**src/pcdm_pkg.sv**
```systemverilog
package pcdm_pkg;

  // ---------------------------------------------------------------
  // Register offsets in configuration space
  // ---------------------------------------------------------------
  localparam logic [11:0] PCDM_UNC_OFF = 12'h218;
  localparam logic [11:0] PCDM_COR_OFF = 12'h21C;
  localparam logic [11:0] PCDM_MSG_OFF = 12'h220;
  localparam logic [11:0] PCDM_CLU_UNC_OFF = 12'h224;
  localparam logic [11:0] PCDM_CLU_COR_OFF = 12'h228;

  // ---------------------------------------------------------------
  // Field positions, uncorrectable detect mask
  // ---------------------------------------------------------------
  localparam int PCDM_UNC_DLL_PROT = 4;
  localparam int PCDM_UNC_SURPRISE_DOWN = 5;
  localparam int PCDM_UNC_POISONED = 12;
  localparam int PCDM_UNC_FC_PROT = 13;
  localparam int PCDM_UNC_CPL_TIMEOUT = 14;
  localparam int PCDM_UNC_CPL_ABORT = 15;
  localparam int PCDM_UNC_UNEXP_CPL = 16;
  localparam int PCDM_UNC_RX_OVERFLOW = 17;
  localparam int PCDM_UNC_MALFORMED = 18;
  localparam int PCDM_UNC_UNSUP_REQ = 20;
  localparam int PCDM_UNC_ACS_VIOL = 21;

  // ---------------------------------------------------------------
  // Field positions, correctable detect mask
  // ---------------------------------------------------------------
  localparam int PCDM_COR_RX_ERR = 0;
  localparam int PCDM_COR_BAD_TLP = 6;
  localparam int PCDM_COR_BAD_DLLP = 7;
  localparam int PCDM_COR_REPLAY_ROLL = 8;
  localparam int PCDM_COR_REPLAY_TMO = 12;
  localparam int PCDM_COR_ADVISORY = 13;

  // ---------------------------------------------------------------
  // Field positions, received message detect mask
  // ---------------------------------------------------------------
  localparam int PCDM_MSG_COR = 0;
  localparam int PCDM_MSG_NONFATAL = 1;
  localparam int PCDM_MSG_FATAL = 2;
  localparam int PCDM_MSG_W = 3;

  // ---------------------------------------------------------------
  // Field positions, port cluster detect masks
  // ---------------------------------------------------------------
  localparam int PCDM_CLU_SWBUF_PARITY = 1;
  localparam int PCDM_CLU_SENT_CA = 3;
  localparam int PCDM_CLU_SENT_UR = 4;
  localparam int PCDM_CLU_RX_CA = 5;
  localparam int PCDM_CLU_RX_UR = 6;
  localparam int PCDM_CLU_MSI_BIG = 8;
  localparam int PCDM_CLU_OUT_POISON = 9;
  localparam int PCDM_CLU_BW_CHANGE = 0;

  // ---------------------------------------------------------------
  // Implemented bits; every implemented bit resets to one
  // ---------------------------------------------------------------
  localparam logic [31:0] PCDM_UNC_IMPL = 32'h0037_F030;
  localparam logic [31:0] PCDM_COR_IMPL = 32'h0000_31C1;
  localparam logic [31:0] PCDM_MSG_IMPL = 32'h0000_0007;
  localparam logic [31:0] PCDM_CLU_UNC_IMPL = 32'h0000_037A;
  localparam logic [31:0] PCDM_CLU_COR_IMPL = 32'h0000_0001;
  localparam logic [31:0] PCDM_UNC_RST = PCDM_UNC_IMPL;
  localparam logic [31:0] PCDM_COR_RST = PCDM_COR_IMPL;
  localparam logic [31:0] PCDM_MSG_RST = PCDM_MSG_IMPL;
  localparam logic [31:0] PCDM_CLU_UNC_RST = PCDM_CLU_UNC_IMPL;
  localparam logic [31:0] PCDM_CLU_COR_RST = PCDM_CLU_COR_IMPL;

  localparam logic [31:0] PCDM_ZERO = 32'h0000_0000;

  function automatic logic [31:0] pcdm_be_expand(input logic [3:0] be);
    pcdm_be_expand = {{8{be[3]}}, {8{be[2]}}, {8{be[1]}}, {8{be[0]}}};
  endfunction

  function automatic logic pcdm_hit(input logic [11:0] addr, input logic [11:0] off);
    pcdm_hit = (addr[11:2] == off[11:2]);
  endfunction

endpackage

```
**src/pcdm_mask_reg.sv**
```systemverilog
`timescale 1ns/10ps
`default_nettype none
module pcdm_mask_reg
  import pcdm_pkg::*;
#(
  parameter logic [31:0] IMPL = 32'h0000_0000,
  parameter logic [31:0] RST_VAL = 32'h0000_0000
) (
  input wire logic clk_i,
  input wire logic pwrgood_rst_b_i,
  input wire logic we_i,
  input wire logic [3:0] be_i,
  input wire logic [31:0] wdata_i,
  output var logic [31:0] mask_o
);

  logic [31:0] mask_q;
  logic [31:0] mask_d;
  logic [31:0] wr_bits;

  assign wr_bits = pcdm_be_expand(be_i) & IMPL;

  always_comb begin
    mask_d = mask_q;
    if (we_i) begin
      mask_d = (mask_q & ~wr_bits) | (wdata_i & wr_bits);
    end
  end

  // ---------------------------------------------------------------
  // Sticky storage
  // ---------------------------------------------------------------
  // Only the power-good reset touches these bits, so masks chosen by
  // software survive a warm reset of the rest of the port.
  // sticky mask bits
  always_ff @(posedge clk_i or negedge pwrgood_rst_b_i) begin
    if (!pwrgood_rst_b_i) begin
      mask_q <= RST_VAL;
    end else begin
      mask_q <= mask_d;
    end
  end

  assign mask_o = mask_q & IMPL;

endmodule
`default_nettype wire

```
**src/pcdm_detect_masks.sv**
```systemverilog
`timescale 1ns/10ps
`default_nettype none
// Function
// - masked uncorrectable error sets no status
// - uncorrectable mask bits twelve through eighteen
// - unsupported request twenty, ACS twenty-one
// - link protocol four, surprise down five
// - masked correctable error sets no status
// - correctable bits zero, six, seven, eight
// - replay timeout twelve, advisory thirteen
// - message mask ignores internal virtual messages
// - message bits correctable, nonfatal, fatal
// - cluster poisoned nine, large MSI eight
// - cluster completion bits three to six
// - cluster parity bit one, others reserved
// - cluster correctable bandwidth change bit zero
// - all implemented mask bits reset one
module pcdm_detect_masks
  import pcdm_pkg::*;
(
  input wire logic CLK_SYS_I,
  input wire logic RST_B_I,
  input wire logic PWRGOOD_RST_B_I,
  input wire logic CFG_WR_I,
  input wire logic CFG_RD_I,
  input wire logic [11:0] CFG_ADDR_I,
  input wire logic [3:0] CFG_BE_I,
  input wire logic [31:0] CFG_WDATA_I,
  output var logic [31:0] CFG_RDATA_O,
  output var logic CFG_RACK_O,
  input wire logic [31:0] UNC_ERR_I,
  input wire logic [31:0] COR_ERR_I,
  input wire logic [2:0] LINK_MSG_ERR_I,
  input wire logic [2:0] VIRT_MSG_ERR_I,
  input wire logic [31:0] CLU_UNC_ERR_I,
  input wire logic CLU_COR_ERR_I,
  output var logic [31:0] UNC_STS_SET_O,
  output var logic [31:0] COR_STS_SET_O,
  output var logic [2:0] MSG_STS_SET_O,
  output var logic [31:0] CLU_UNC_STS_SET_O,
  output var logic CLU_COR_STS_SET_O
);

  logic [31:0] unc_mask;
  logic [31:0] cor_mask;
  logic [31:0] msg_mask;
  logic [31:0] clu_unc_mask;
  logic [31:0] clu_cor_mask;
  logic [31:0] rdata_d;
  logic [31:0] rdata_q;
  logic rack_q;
  logic [31:0] unc_set_q;
  logic [31:0] cor_set_q;
  logic [2:0] msg_set_q;
  logic [31:0] clu_unc_set_q;
  logic clu_cor_set_q;
  logic [31:0] unc_set_d;
  logic [31:0] cor_set_d;
  logic [2:0] msg_set_d;
  logic [31:0] clu_unc_set_d;
  logic clu_cor_set_d;

  // ---------------------------------------------------------------
  // Mask registers
  // ---------------------------------------------------------------
  // uncorrectable layout
  pcdm_mask_reg #(
    .IMPL(PCDM_UNC_IMPL),
    .RST_VAL(PCDM_UNC_RST)
  ) u_unc (
    .clk_i(CLK_SYS_I),
    .pwrgood_rst_b_i(PWRGOOD_RST_B_I),
    .we_i(CFG_WR_I && pcdm_hit(CFG_ADDR_I, PCDM_UNC_OFF)),
    .be_i(CFG_BE_I),
    .wdata_i(CFG_WDATA_I),
    .mask_o(unc_mask)
  );

  pcdm_mask_reg #(
    .IMPL(PCDM_COR_IMPL),
    .RST_VAL(PCDM_COR_RST)
  ) u_cor (
    .clk_i(CLK_SYS_I),
    .pwrgood_rst_b_i(PWRGOOD_RST_B_I),
    .we_i(CFG_WR_I && pcdm_hit(CFG_ADDR_I, PCDM_COR_OFF)),
    .be_i(CFG_BE_I),
    .wdata_i(CFG_WDATA_I),
    .mask_o(cor_mask)
  );

  pcdm_mask_reg #(
    .IMPL(PCDM_MSG_IMPL),
    .RST_VAL(PCDM_MSG_RST)
  ) u_msg (
    .clk_i(CLK_SYS_I),
    .pwrgood_rst_b_i(PWRGOOD_RST_B_I),
    .we_i(CFG_WR_I && pcdm_hit(CFG_ADDR_I, PCDM_MSG_OFF)),
    .be_i(CFG_BE_I),
    .wdata_i(CFG_WDATA_I),
    .mask_o(msg_mask)
  );

  pcdm_mask_reg #(
    .IMPL(PCDM_CLU_UNC_IMPL),
    .RST_VAL(PCDM_CLU_UNC_RST)
  ) u_clu_unc (
    .clk_i(CLK_SYS_I),
    .pwrgood_rst_b_i(PWRGOOD_RST_B_I),
    .we_i(CFG_WR_I && pcdm_hit(CFG_ADDR_I, PCDM_CLU_UNC_OFF)),
    .be_i(CFG_BE_I),
    .wdata_i(CFG_WDATA_I),
    .mask_o(clu_unc_mask)
  );

  pcdm_mask_reg #(
    .IMPL(PCDM_CLU_COR_IMPL),
    .RST_VAL(PCDM_CLU_COR_RST)
  ) u_clu_cor (
    .clk_i(CLK_SYS_I),
    .pwrgood_rst_b_i(PWRGOOD_RST_B_I),
    .we_i(CFG_WR_I && pcdm_hit(CFG_ADDR_I, PCDM_CLU_COR_OFF)),
    .be_i(CFG_BE_I),
    .wdata_i(CFG_WDATA_I),
    .mask_o(clu_cor_mask)
  );

  // ---------------------------------------------------------------
  // Configuration read path
  // ---------------------------------------------------------------
  // Unmapped offsets read as zero so software probing the space
  // never sees stale data.
  always_comb begin
    rdata_d = PCDM_ZERO;
    if (pcdm_hit(CFG_ADDR_I, PCDM_UNC_OFF)) begin
      rdata_d = unc_mask;
    end else if (pcdm_hit(CFG_ADDR_I, PCDM_COR_OFF)) begin
      rdata_d = cor_mask;
    end else if (pcdm_hit(CFG_ADDR_I, PCDM_MSG_OFF)) begin
      rdata_d = msg_mask;
    end else if (pcdm_hit(CFG_ADDR_I, PCDM_CLU_UNC_OFF)) begin
      rdata_d = clu_unc_mask;
    end else if (pcdm_hit(CFG_ADDR_I, PCDM_CLU_COR_OFF)) begin
      rdata_d = clu_cor_mask;
    end
  end

  always_ff @(posedge CLK_SYS_I or negedge RST_B_I) begin
    if (!RST_B_I) begin
      rdata_q <= PCDM_ZERO;
    end else if (CFG_RD_I) begin
      rdata_q <= rdata_d;
    end
  end

  always_ff @(posedge CLK_SYS_I or negedge RST_B_I) begin
    if (!RST_B_I) begin
      rack_q <= 1'b0;
    end else begin
      rack_q <= CFG_RD_I;
    end
  end

  // ---------------------------------------------------------------
  // Detection gating
  // ---------------------------------------------------------------
  // The gated events are registered so every output is a flop; this
  // costs one cycle of latency toward the status logic.
  // gate uncorrectable errors
  assign unc_set_d = UNC_ERR_I & PCDM_UNC_IMPL & ~unc_mask;
  assign cor_set_d = COR_ERR_I & PCDM_COR_IMPL & ~cor_mask;
  assign msg_set_d = (LINK_MSG_ERR_I & ~msg_mask[PCDM_MSG_W-1:0]) | VIRT_MSG_ERR_I;
  assign clu_unc_set_d = CLU_UNC_ERR_I & PCDM_CLU_UNC_IMPL & ~clu_unc_mask;
  assign clu_cor_set_d = CLU_COR_ERR_I & ~clu_cor_mask[PCDM_CLU_BW_CHANGE];

  always_ff @(posedge CLK_SYS_I or negedge RST_B_I) begin
    if (!RST_B_I) begin
      unc_set_q <= PCDM_ZERO;
    end else begin
      unc_set_q <= unc_set_d;
    end
  end

  always_ff @(posedge CLK_SYS_I or negedge RST_B_I) begin
    if (!RST_B_I) begin
      cor_set_q <= PCDM_ZERO;
    end else begin
      cor_set_q <= cor_set_d;
    end
  end

  always_ff @(posedge CLK_SYS_I or negedge RST_B_I) begin
    if (!RST_B_I) begin
      msg_set_q <= 3'h0;
    end else begin
      msg_set_q <= msg_set_d;
    end
  end

  always_ff @(posedge CLK_SYS_I or negedge RST_B_I) begin
    if (!RST_B_I) begin
      clu_unc_set_q <= PCDM_ZERO;
    end else begin
      clu_unc_set_q <= clu_unc_set_d;
    end
  end

  always_ff @(posedge CLK_SYS_I or negedge RST_B_I) begin
    if (!RST_B_I) begin
      clu_cor_set_q <= 1'b0;
    end else begin
      clu_cor_set_q <= clu_cor_set_d;
    end
  end

  assign CFG_RDATA_O = rdata_q;
  assign CFG_RACK_O = rack_q;
  assign UNC_STS_SET_O = unc_set_q;
  assign COR_STS_SET_O = cor_set_q;
  assign MSG_STS_SET_O = msg_set_q;
  assign CLU_UNC_STS_SET_O = clu_unc_set_q;
  assign CLU_COR_STS_SET_O = clu_cor_set_q;

endmodule
`default_nettype wire

```
**config.mk**
```make
export PLATFORM = sky130hd
export DESIGN_NAME = pcdm_detect_masks
export DESIGN_NICKNAME = d
export VERILOG_FILES = /design/src/pcdm_pkg.sv /design/src/pcdm_mask_reg.sv /design/src/pcdm_detect_masks.sv
export SDC_FILE = /design/constraint.sdc
export NUM_CORES = 1
export LEC_CHECK = 0
export ABC_AREA = 1
export BUFFER_PORTS_ARGS = -buffer_cell sky130_fd_sc_hd__buf_4
export CORE_ASPECT_RATIO = 0.6
export CORE_MARGIN = 1
export CORE_UTILIZATION = 49
export CTS_CLUSTER_SIZE = 40
export DETAILED_ROUTE_END_ITERATION = 6
export PLACE_DENSITY = 0.85
export SYNTH_ARGS = -nofsm -noshare
export SYNTH_HDL_FRONTEND = slang
export SYNTH_HIERARCHICAL = 1
export SYNTH_SLANG_ARGS = --single-unit
export TNS_END_PERCENT = 1
```
**constraint.sdc**
```tcl
create_clock -name CLK_SYS_I -period 1.2 [get_ports CLK_SYS_I]
set_clock_uncertainty 0.15 [all_clocks]
set_input_delay 0.24 -clock CLK_SYS_I [delete_from_list [all_inputs] [get_ports CLK_SYS_I]]
set_output_delay 0.24 -clock CLK_SYS_I [all_outputs]
set_load 0.02 [all_outputs]
```
# [Yosys cells after proc, flatten, opt, wreduce, memory -nomap -nowiden]
# Cells that the tools add are included.
[op_classes] n_eq_ne=5 mux=5 n_bitwise=31 n_reduce_logical=5
[op_table] cell="32-bit bitwise AND" n=5
[op_table] cell="32-bit OR" n=5
[op_table] cell="10-bit NOT with 32-bit output" n=2
[op_table] cell="14-bit NOT with 32-bit output" n=2
[op_table] cell="22-bit NOT with 32-bit output" n=2
[op_table] cell="10-bit by 8-bit == test with 1-bit output (second input constant)" n=5
[op_table] cell="10-bit by 32-bit bitwise AND with 32-bit output" n=1
[op_table] cell="14-bit by 32-bit bitwise AND with 32-bit output" n=1
[op_table] cell="22-bit by 32-bit bitwise AND with 32-bit output" n=1
[op_table] cell="32-bit by 1-bit bitwise AND with 32-bit output" n=1
[op_table] cell="32-bit by 10-bit bitwise AND with 32-bit output" n=1
[op_table] cell="32-bit by 14-bit bitwise AND with 32-bit output" n=1
[op_table] cell="32-bit by 22-bit bitwise AND with 32-bit output" n=1
[op_table] cell="32-bit by 3-bit bitwise AND with 32-bit output" n=1
[op_table] cell="32-bit two-way mux" n=1
[op_table] cell="1-bit NOT with 32-bit output" n=1
[op_table] cell="3-bit NOT with 32-bit output" n=1
[op_table] cell="10-bit two-way mux" n=2
[op_table] cell="14-bit two-way mux" n=1
[op_table] cell="1-bit logical AND" n=5
[op_table] cell="3-bit bitwise AND" n=1
[op_table] cell="3-bit NOT" n=1
[op_table] cell="3-bit OR" n=1
[op_table] cell="1-bit bitwise AND" n=1
[op_table] cell="2 further kinds" n=2
[word_totals] register_bits=293 in_bits=156 elab_cells=58

# [Logic depth before layout (Yosys ltp)]
# Gate-level depths: netlist (run 1).
[logic_depth] ltp_word=6 mapped_depth=12 mapped_depth_nobuf=11

# [Cells and area by module]
# The synthesis (run 1) kept the hierarchy.
[by_module_without_submodules] module="pcdm_detect_masks" n_inst=1 cells_each=707 area_each_um2=4667.0
[by_module_without_submodules] module="pcdm_mask_reg at u_unc" n_inst=1 cells_each=70 area_each_um2=610.6
[by_module_without_submodules] module="pcdm_mask_reg at u_clu_unc" n_inst=1 cells_each=57 area_each_um2=480.5
[by_module_without_submodules] module="pcdm_mask_reg at u_cor" n_inst=1 cells_each=54 area_each_um2=444.2
[by_module_without_submodules] module="pcdm_mask_reg at u_msg" n_inst=1 cells_each=43 area_each_um2=344.1
[by_module_without_submodules] module="pcdm_mask_reg at u_clu_cor" n_inst=1 cells_each=37 area_each_um2=279.0

# [Worst setup path before layout (run 1)]
# No wires, ideal clock.
[synth_path] kind="input port to flip-flop" startpoint="input CFG_ADDR_I[8]" endpoint="register (tool-made name)" setup_time_ns=0.076 arrival_time_ns=1.496 path_slack_ns=-0.522 stages=9 path_buffers=1 path_cell_list="nor2_1 nand2_2 nor2_4 nand3_1 clkbuf_1 nor2_1 nand2_1 nand2_1 nand2_1"
[synth_lines] element="start, declared" line_no="pcdm_detect_masks.sv:26" source="input wire logic [11:0] CFG_ADDR_I,"

==> results.md, run 1 <==
* Status: finished, violations left
* Failing checks: setup timing
* Synthesized flop and latch total at 89
* Part of the cycle the worst path needs at 115%
* HP Class: in -> reg
* Crit path cell chain: buf_8 -> inv_8 -> nor2_4 -> nand2_4 -> buf_6 -> nor2_4 -> buf_6 -> nand2_8 -> buf_12 -> nand3_1 -> nand2_1 -> nand2_1 -> nand2_1 -> nand2_1
* RSZ-0062 raised after global routing: true
* Vias at 6231
* Reg clk slew, reported paths at 0.07 ns
* Port Buf Inserts at 128
* Cell mode on critical path: nand2_1
* Worst Path Buf+Inv at 5
* Syn. warnings at 6
* Largest net degree at the start of global routing at 35
* Total congestion overflow at 0
* Req. time, crit path at 1.34 ns
* Vias in the first global route at 6056
* Most common cell after layout, fill and taps aside: nand2_1
* First-pass iteration count of the detailed router at 6
* # IOs at 289
* Max incr delay on CP at 0.17 ns
* Post-DP Area at 7680 µm²
* Design area at 9040 µm²
* Starting DRC count in detailed routing at 565
* Most frequent cells in the layout: 256 x nand2_1, 204 x conb_1, 116 x inv_1
* Avg WL per Cell at 14.1 µm
* Fin. Hold Viols at 0
* Avg Cell Area, Syn at 7.05 µm²
* Worst-path cell with the longest stage delay: nor2_4
* H-tree Lvls at 3
* Fraction of layout cells with a size suffix above 1 at 25.1%
* GP Congestion at 0.880
* CTS tree: yes
* Critical path class: in -> reg
* Row cnt at 32
* Setup Viol. Count Final at 117
* Static leakage at 5.09 nW
* Ant. Diodes at 0
* Fin nets at 1340
* Core area at 13200 µm²
* Drc violations at 0
* DRT Wirelength at 19200 µm
* CP arrival at 1.52 ns
* Max-cap violations at 0
* CP Max Fanout at 9
* Netlist cell types at 26
* Vias/cell at 4.58
* Fin crit period at 1.38 ns
* Cell count after synthesis at 968
* Total power at 7.41 mW
* Peak supply drop at 576 µV
* Clock sinks at 89
* First-pass GRT wire length at 30500 µm
* Inserted Clock Buffers at 9
* Die Wd at 154 µm
* Die ar. at 14400 µm²
* Worst skew pair latency at 0.35 ns
* HPWL after DPL at 12300 µm
* GRT Resource Usage Total at 27.3%
* Mapped Area at 6830 µm²
* Initial antenna violation count at 0
* Effective utilization at floorplan at 51.7%
* Antenna-violating nets left at 0
* Total negative setup slack at -8.90 ns
* Die height at 93.4 µm
* CP Launch Type: input pin
* Root buf cell: clkbuf_16
* CP endpoint kind: flop
* Final Max Tran Viols at 0
* Pwr per Cell Area at 820 nW/µm²
* Layout area overhead at 32.5%
* Seq/Total Area, Yosys at 33.1%
* F_max at 724 MHz
* Final WS setup at -0.180 ns
* Clock Path Buffers at 2
* Delay-heaviest family, CP: simple AND/OR/NAND/NOR gates
==> worst paths after layout <==
kind	depth (start not counted)	end	slack [ns]	startpoint
worst max-delay path	14	CFG_RDATA_O[27]	-0.18	CFG_ADDR_I[9]
worst min-delay path	3	flop	0.04	CFG_BE_I[1]
worst max register to register	4	CFG_RDATA_O[17]	-0.03	flop
worst min register to register	2	flop	0.32	flop
max in group asynchronous	3	CFG_RDATA_O[14]	0.32	RST_B_I
min in group asynchronous	2	CFG_RDATA_O[26]	0.17	RST_B_I
==> area by class of cell <==
cell class | count | area (µm²)
clock inverters | 6 | 72.6
flip-flops and latches | 89 | 2260
fillers | 974 | 4170
well taps | 170 | 213
clock buffers | 10 | 229
multi-input cells | 713 | 3380
inverters | 121 | 462
repair buffers | 250 | 2430
==> tightest hold or removal path, stage by stage <==
cell,delay (ns)
buf_4,0.17
nand3_2,0.08
nand2_1,0.04
==> timing repair <==
action,in CTS,in global routing
setup buffers,9,0
gates resized for setup,99,26
hold endpoints to repair,144,0
pin swaps,24,11
endpoints found under the setup margin,121,121
hold buffers,53,0
==> power by group <==
part | total [mW] | internal [mW] | switching [mW] | leakage [nW]
logic | 1.34 | 0.533 | 0.803 | 3.87
registers | 3.11 | 3.07 | 0.0382 | 1.07
clock network | 2.97 | 1.65 | 1.32 | 0.150
==> cell families (layout without fill, tap and decap cells) <==
logic type / count (synthesis) / after routing / synth area share, %
flip-flops: 89 / 89 / 33.1
other: 6 / 204 / 0.330
AO/OA/AOI/OAI: 67 / 67 / 6.20
AND/OR/NAND/NOR: 442 / 442 / 28.5
buffers and inverters: 364 / 387 / 31.8
==> synth_stat cells <==
library cell	number	share of area, %
a21o_1	2	0.22
buf_2	13	0.95
nor2_1	31	1.7
nand2_2	4	0.37
buf_4	208	23
nor2_2	2	0.18
nor3_4	1	0.24
conb_1	6	0.33
dfstp_2	28	11
o21ai_0	18	1.3
clkbuf_1	19	1.0
nor3_1	3	0.22
nand4_1	42	3.8
nand2_1	267	15
nand3_2	1	0.15
o21bai_1	1	0.11
clkinv_1	1	0.055
nand3_1	86	6.3
nor2_4	5	0.82
o211ai_1	32	3.5
o21ai_1	14	1.0
buf_6	1	0.16
inv_2	2	0.11
inv_1	118	6.5
dfrtp_1	61	22
buf_1	2	0.11
==> metrics by stage <==
stage | worst slack [ns] | util [%] | instances | hold slack [ns]
6_report | -0.180 | 68.4 | 1359 | 0.0381
5_1_grt | -0.283 | 68.4 | 1359 | 0.0319
4_1_cts | -0.186 | 67.8 | 1359 | 0.0238
3_5_place_dp | -0.622 | 58.1 | 1281 | -0.0125
3_3_place_gp | -0.589 | 58.1 | 1281 | -0.0173
2_1_floorplan | -0.376 | - | 1166 | -0.206
==> per-layer routing <==
metal | routed length [µm] | track usage, % | vias up
li1 | - | - | 3052
met1 | 8060 | 35.1 | 2824
met2 | 8960 | 44.9 | 303
met3 | 1780 | 7.23 | 52
met4 | 430 | 8.42 | 0
met5 | 0 | 0 | -
Note: power is estimated with default switching activity, not from simulation.
==> run 2: changes to the inputs <==
--- a/config.mk
+++ b/config.mk
@@ -7,14 +7,12 @@
 export LEC_CHECK = 0
 export ABC_AREA = 1
 export BUFFER_PORTS_ARGS = -buffer_cell sky130_fd_sc_hd__buf_4
-export CORE_ASPECT_RATIO = 0.6
-export CORE_MARGIN = 1
-export CORE_UTILIZATION = 49
+export CORE_AREA = 2 2 114 116
 export CTS_CLUSTER_SIZE = 40
 export DETAILED_ROUTE_END_ITERATION = 6
-export PLACE_DENSITY = 0.85
+export DIE_AREA = 0 0 116 118
+export PLACE_DENSITY = 0.67
 export SYNTH_ARGS = -nofsm -noshare
 export SYNTH_HDL_FRONTEND = slang
-export SYNTH_HIERARCHICAL = 1
 export SYNTH_SLANG_ARGS = --single-unit
 export TNS_END_PERCENT = 1
==> run 2 against run 1 <==
Net effect: the flow still finishes with violations (setup timing); critical path type is now reg -> out; sequential share of layout area grew 8.0 points; global-route usage shrank 12 points; register-to-register slack gained 0.15 ns; total power shrank 13%; synthesized area shrank 44%; die area shrank 5.1%; highest routed layer unchanged; worst hold slack lost 0.030 ns; utilization shrank 21 points; sequential power shrank 14%; count of clock-buffer cells in the layout grew 1; wire length shrank 47%; clock power shrank 6%.
==> results.md, run 2 <==
* Seq/Total Area, Yosys at 50.6% (was 33.1%)
* Ant. Diodes at 0 (unchanged)
* Die ar. at 13700 µm² (was 14400 µm²)
* HPWL after DPL at 7390 µm (was 12300 µm)
* Design area at 5860 µm² (was 9040 µm²)
* Req. time, crit path at 0.81 ns (was 1.34 ns)
* Post-synth top cells: 93 x nand2_1, 86 x buf_4, 58 x inv_1 (was 267 x nand2_1, 208 x buf_4, 118 x inv_1)
* Critical path class: reg -> out (was in -> reg)
* H-tree Lvls at 3 (unchanged)
* Worst hold slack at 0.00797 ns (was 0.0381 ns)
* Inserted Clock Buffers at 9 (unchanged)
* Delay-heaviest family, CP: flip-flops (was simple AND/OR/NAND/NOR gates)
* Row cnt at 41 (was 32)
* Post-place setup slack at -0.421 ns (was -0.622 ns)
* Effective utilization at floorplan at 30.8% (was 51.7%)
* Most frequent cells in the layout: 97 x buf_4, 90 x nand2_1, 85 x conb_1 (was 256 x nand2_1, 204 x conb_1, 116 x inv_1)
* Drc violations at 0 (unchanged)
* Async SR Flop Fraction at 100% (unchanged)
* Core area at 12400 µm² (was 13200 µm²)
* Cell count after synthesis at 440 (was 968)
* Die height at 118 µm (was 93.4 µm)
* Total power at 6.42 mW (was 7.41 mW)
* Avg Cell Area, Syn at 8.70 µm² (was 7.05 µm²)
* First-pass GRT wire length at 15900 µm (was 30500 µm)
* Post-synth top area share at 31.4% (was 22.9%)
* Fraction of layout cells with a size suffix above 1 at 33.2% (was 25.1%)
* Mapped Area at 3830 µm² (was 6830 µm²)
* Clock sinks at 76 (was 89)
* Total congestion overflow at 0 (unchanged)
* Failing checks: setup timing (unchanged)
* CP Max Fanout at 2 (was 9)
* Most frequent cell after synthesis: nand2_1 (unchanged)
* Status: finished, violations left (unchanged)
* Top FF cell, synth: dfrtp_1 (unchanged)
* Layout Utilization at 47.2% (was 68.4%)
* Worst skew pair latency at 0.34 ns (was 0.35 ns)
* Max incr delay on CP at 0.40 ns (was 0.17 ns)
* CP arrival at 0.88 ns (was 1.52 ns)
* Worst-path cell with the longest stage delay: dfrtp_1 (was nor2_4)
* Post-DP Area at 4760 µm² (was 7680 µm²)
* Antenna-violating nets left at 0 (unchanged)
* Total negative setup slack at -2.09 ns (was -8.90 ns)
* Vias in the first global route at 3264 (was 6056)
* # IOs at 289 (unchanged)
* Most common cell after layout, fill and taps aside: buf_4 (was nand2_1)
* EDFF count, synth at 0 (unchanged)
* Final WS setup at -0.0713 ns (was -0.180 ns)
* Final Max Tran Viols at 0 (unchanged)
* Top area cells in the synthesized netlist: dfrtp_1 31%, dfstp_2 19%, buf_4 17% (was buf_4 23%, dfrtp_1 22%, nand2_1 15%)
* Peak supply drop at 605 µV (was 576 µV)
* Clock Path Buffers at 2 (unchanged)
* GP Congestion at 0.875 (was 0.880)
* CP Launch Type: flop (was input pin)
* Fin nets at 795 (was 1340)
* CTS tree: yes (unchanged)
* Largest net degree at the start of global routing at 29 (was 35)
* Synthesized flop and latch total at 76 (was 89)
* DRT Wirelength at 10200 µm (was 19200 µm)
* HP Class: in -> reg (unchanged)
* Fill count at 1153 (was 974)
* First-pass iteration count of the detailed router at 4 (was 6)
* F_max at 787 MHz (was 724 MHz)
* Max-cap violations at 0 (unchanged)
* Layout area overhead at 53.1% (was 32.5%)
* Pwr per Cell Area at 1100 nW/µm² (was 820 nW/µm²)
* Root buf cell: clkbuf_16 (unchanged)
* GRT Resource Usage Total at 15.1% (was 27.3%)
* Part of the cycle the worst path needs at 106% (was 115%)
* Crit path cell chain: buf_6 (was buf_8 -> inv_8 -> nor2_4 -> nand2_4 -> buf_6 -> nor2_4 -> buf_6 -> nand2_8 -> buf_12 -> nand3_1 -> nand2_1 -> nand2_1 -> nand2_1 -> nand2_1)
* Port Buf Inserts at 115 (was 128)
* Worst Path Buf+Inv at 1 (was 5)
* Placed instance count at 745 (was 1281)
* Die Wd at 116 µm (was 154 µm)
* Starting DRC count in detailed routing at 162 (was 565)
* Cell Count, Final, Fillers Out at 816 (was 1359)
* Fin crit period at 1.27 ns (was 1.38 ns)
* CP startpoint: CFG_RDATA_O[12] (was CFG_ADDR_I[9])
* Avg WL per Cell at 12.5 µm (was 14.1 µm)
* Syn. warnings at 0 (was 6)
* Vias/cell at 4.02 (was 4.58)
* Netlist cell types at 23 (was 26)
* Fin. Hold Viols at 0 (unchanged)
* Largest area contributor in the netlist: dfrtp_1 (was buf_4)
* Static leakage at 3.08 nW (was 5.09 nW)
* CP endpoint kind: primary output (was flop)
* Hold_sp: CFG_WDATA_I[18] (was CFG_BE_I[1])
* Reg clk slew, reported paths at 0.06 ns (was 0.07 ns)
* RSZ-0062 raised after global routing: true (unchanged)
* Vias at 3282 (was 6231)
* Setup Viol. Count Final at 52 (was 117)
* Initial antenna violation count at 0 (unchanged)
run 2: cell types whose count changed in the layout (fill, tap and decap cells not counted), sizes merged, moves of 32 or more:
| cell | before | now |
|---|---|---|
| conb | 204 | 85 |
| o211ai | 32 | 0 |
| nand2 | 271 | 95 |
| inv | 124 | 61 |
| buf | 197 | 149 |
| nand3 | 87 | 22 |
run 2: routing by layer:
| layer | track usage [%] | routed length (µm) | vias to the layer above |
|---|---|---|---|
| li1 | - | - | 1587 |
| met1 | 17.2 | 3970 | 1517 |
| met2 | 26.6 | 5270 | 159 |
| met3 | 2.63 | 670 | 19 |
| met4 | 7.51 | 312 | 0 |
| met5 | 0 | 0 | - |
run 2: power by group:
group	leakage [nW]	switching, mW	internal [mW]
Clock	0.148	1.06	1.73
Combinational	2.03	0.573	0.407
Sequential	0.905	0.0288	2.63
run 2: timing repair:
item	in CTS	in global routing
gates resized for setup	52	15
endpoints found under the hold margin	125	0
gates cloned	0	0
hold buffers	49	0
pin swaps	0	5
setup endpoints to repair	63	84
buffers inserted	3	3
run 2: path summary, 6_finish.rpt:
path                            depth (start not counted)  slack, ns              end
max in group asynchronous                               3       0.27  CFG_RDATA_O[20]
worst min register to register                          2       0.33             flop
worst min-delay path                                    3      0.008             flop
worst max-delay path                                    1      -0.07  CFG_RDATA_O[12]
worst max register to register                          4       0.12   CFG_RDATA_O[8]
min in group asynchronous                               2       0.19   CFG_RDATA_O[6]
run 2: final cells by class:
type | instances | area, µm² | area share, %
Clock buffer | 11 | 253 | 4.31
Inverter | 60 | 228 | 3.88
Timing Repair Buffer | 198 | 1830 | 31.2
Sequential cell | 76 | 1940 | 33.0
Clock inverter | 5 | 58.8 | 1.00
Multi-Input combinational cell | 294 | 1340 | 22.9
Tap cell | 172 | 215 | 3.67
run 2: cell families (layout without fill, tap and decap cells):
| group | Yosys count | after routing | synth area share [%] |
|---|---|---|---|
| other | 1 | 85 | 0.0979 |
| DFF | 76 | 76 | 50.6 |
| buffers and inverters | 154 | 274 | 23.8 |
| AOI/OAI and AO/OA | 30 | 30 | 4.18 |
| and+or+nand+nor | 179 | 179 | 21.3 |
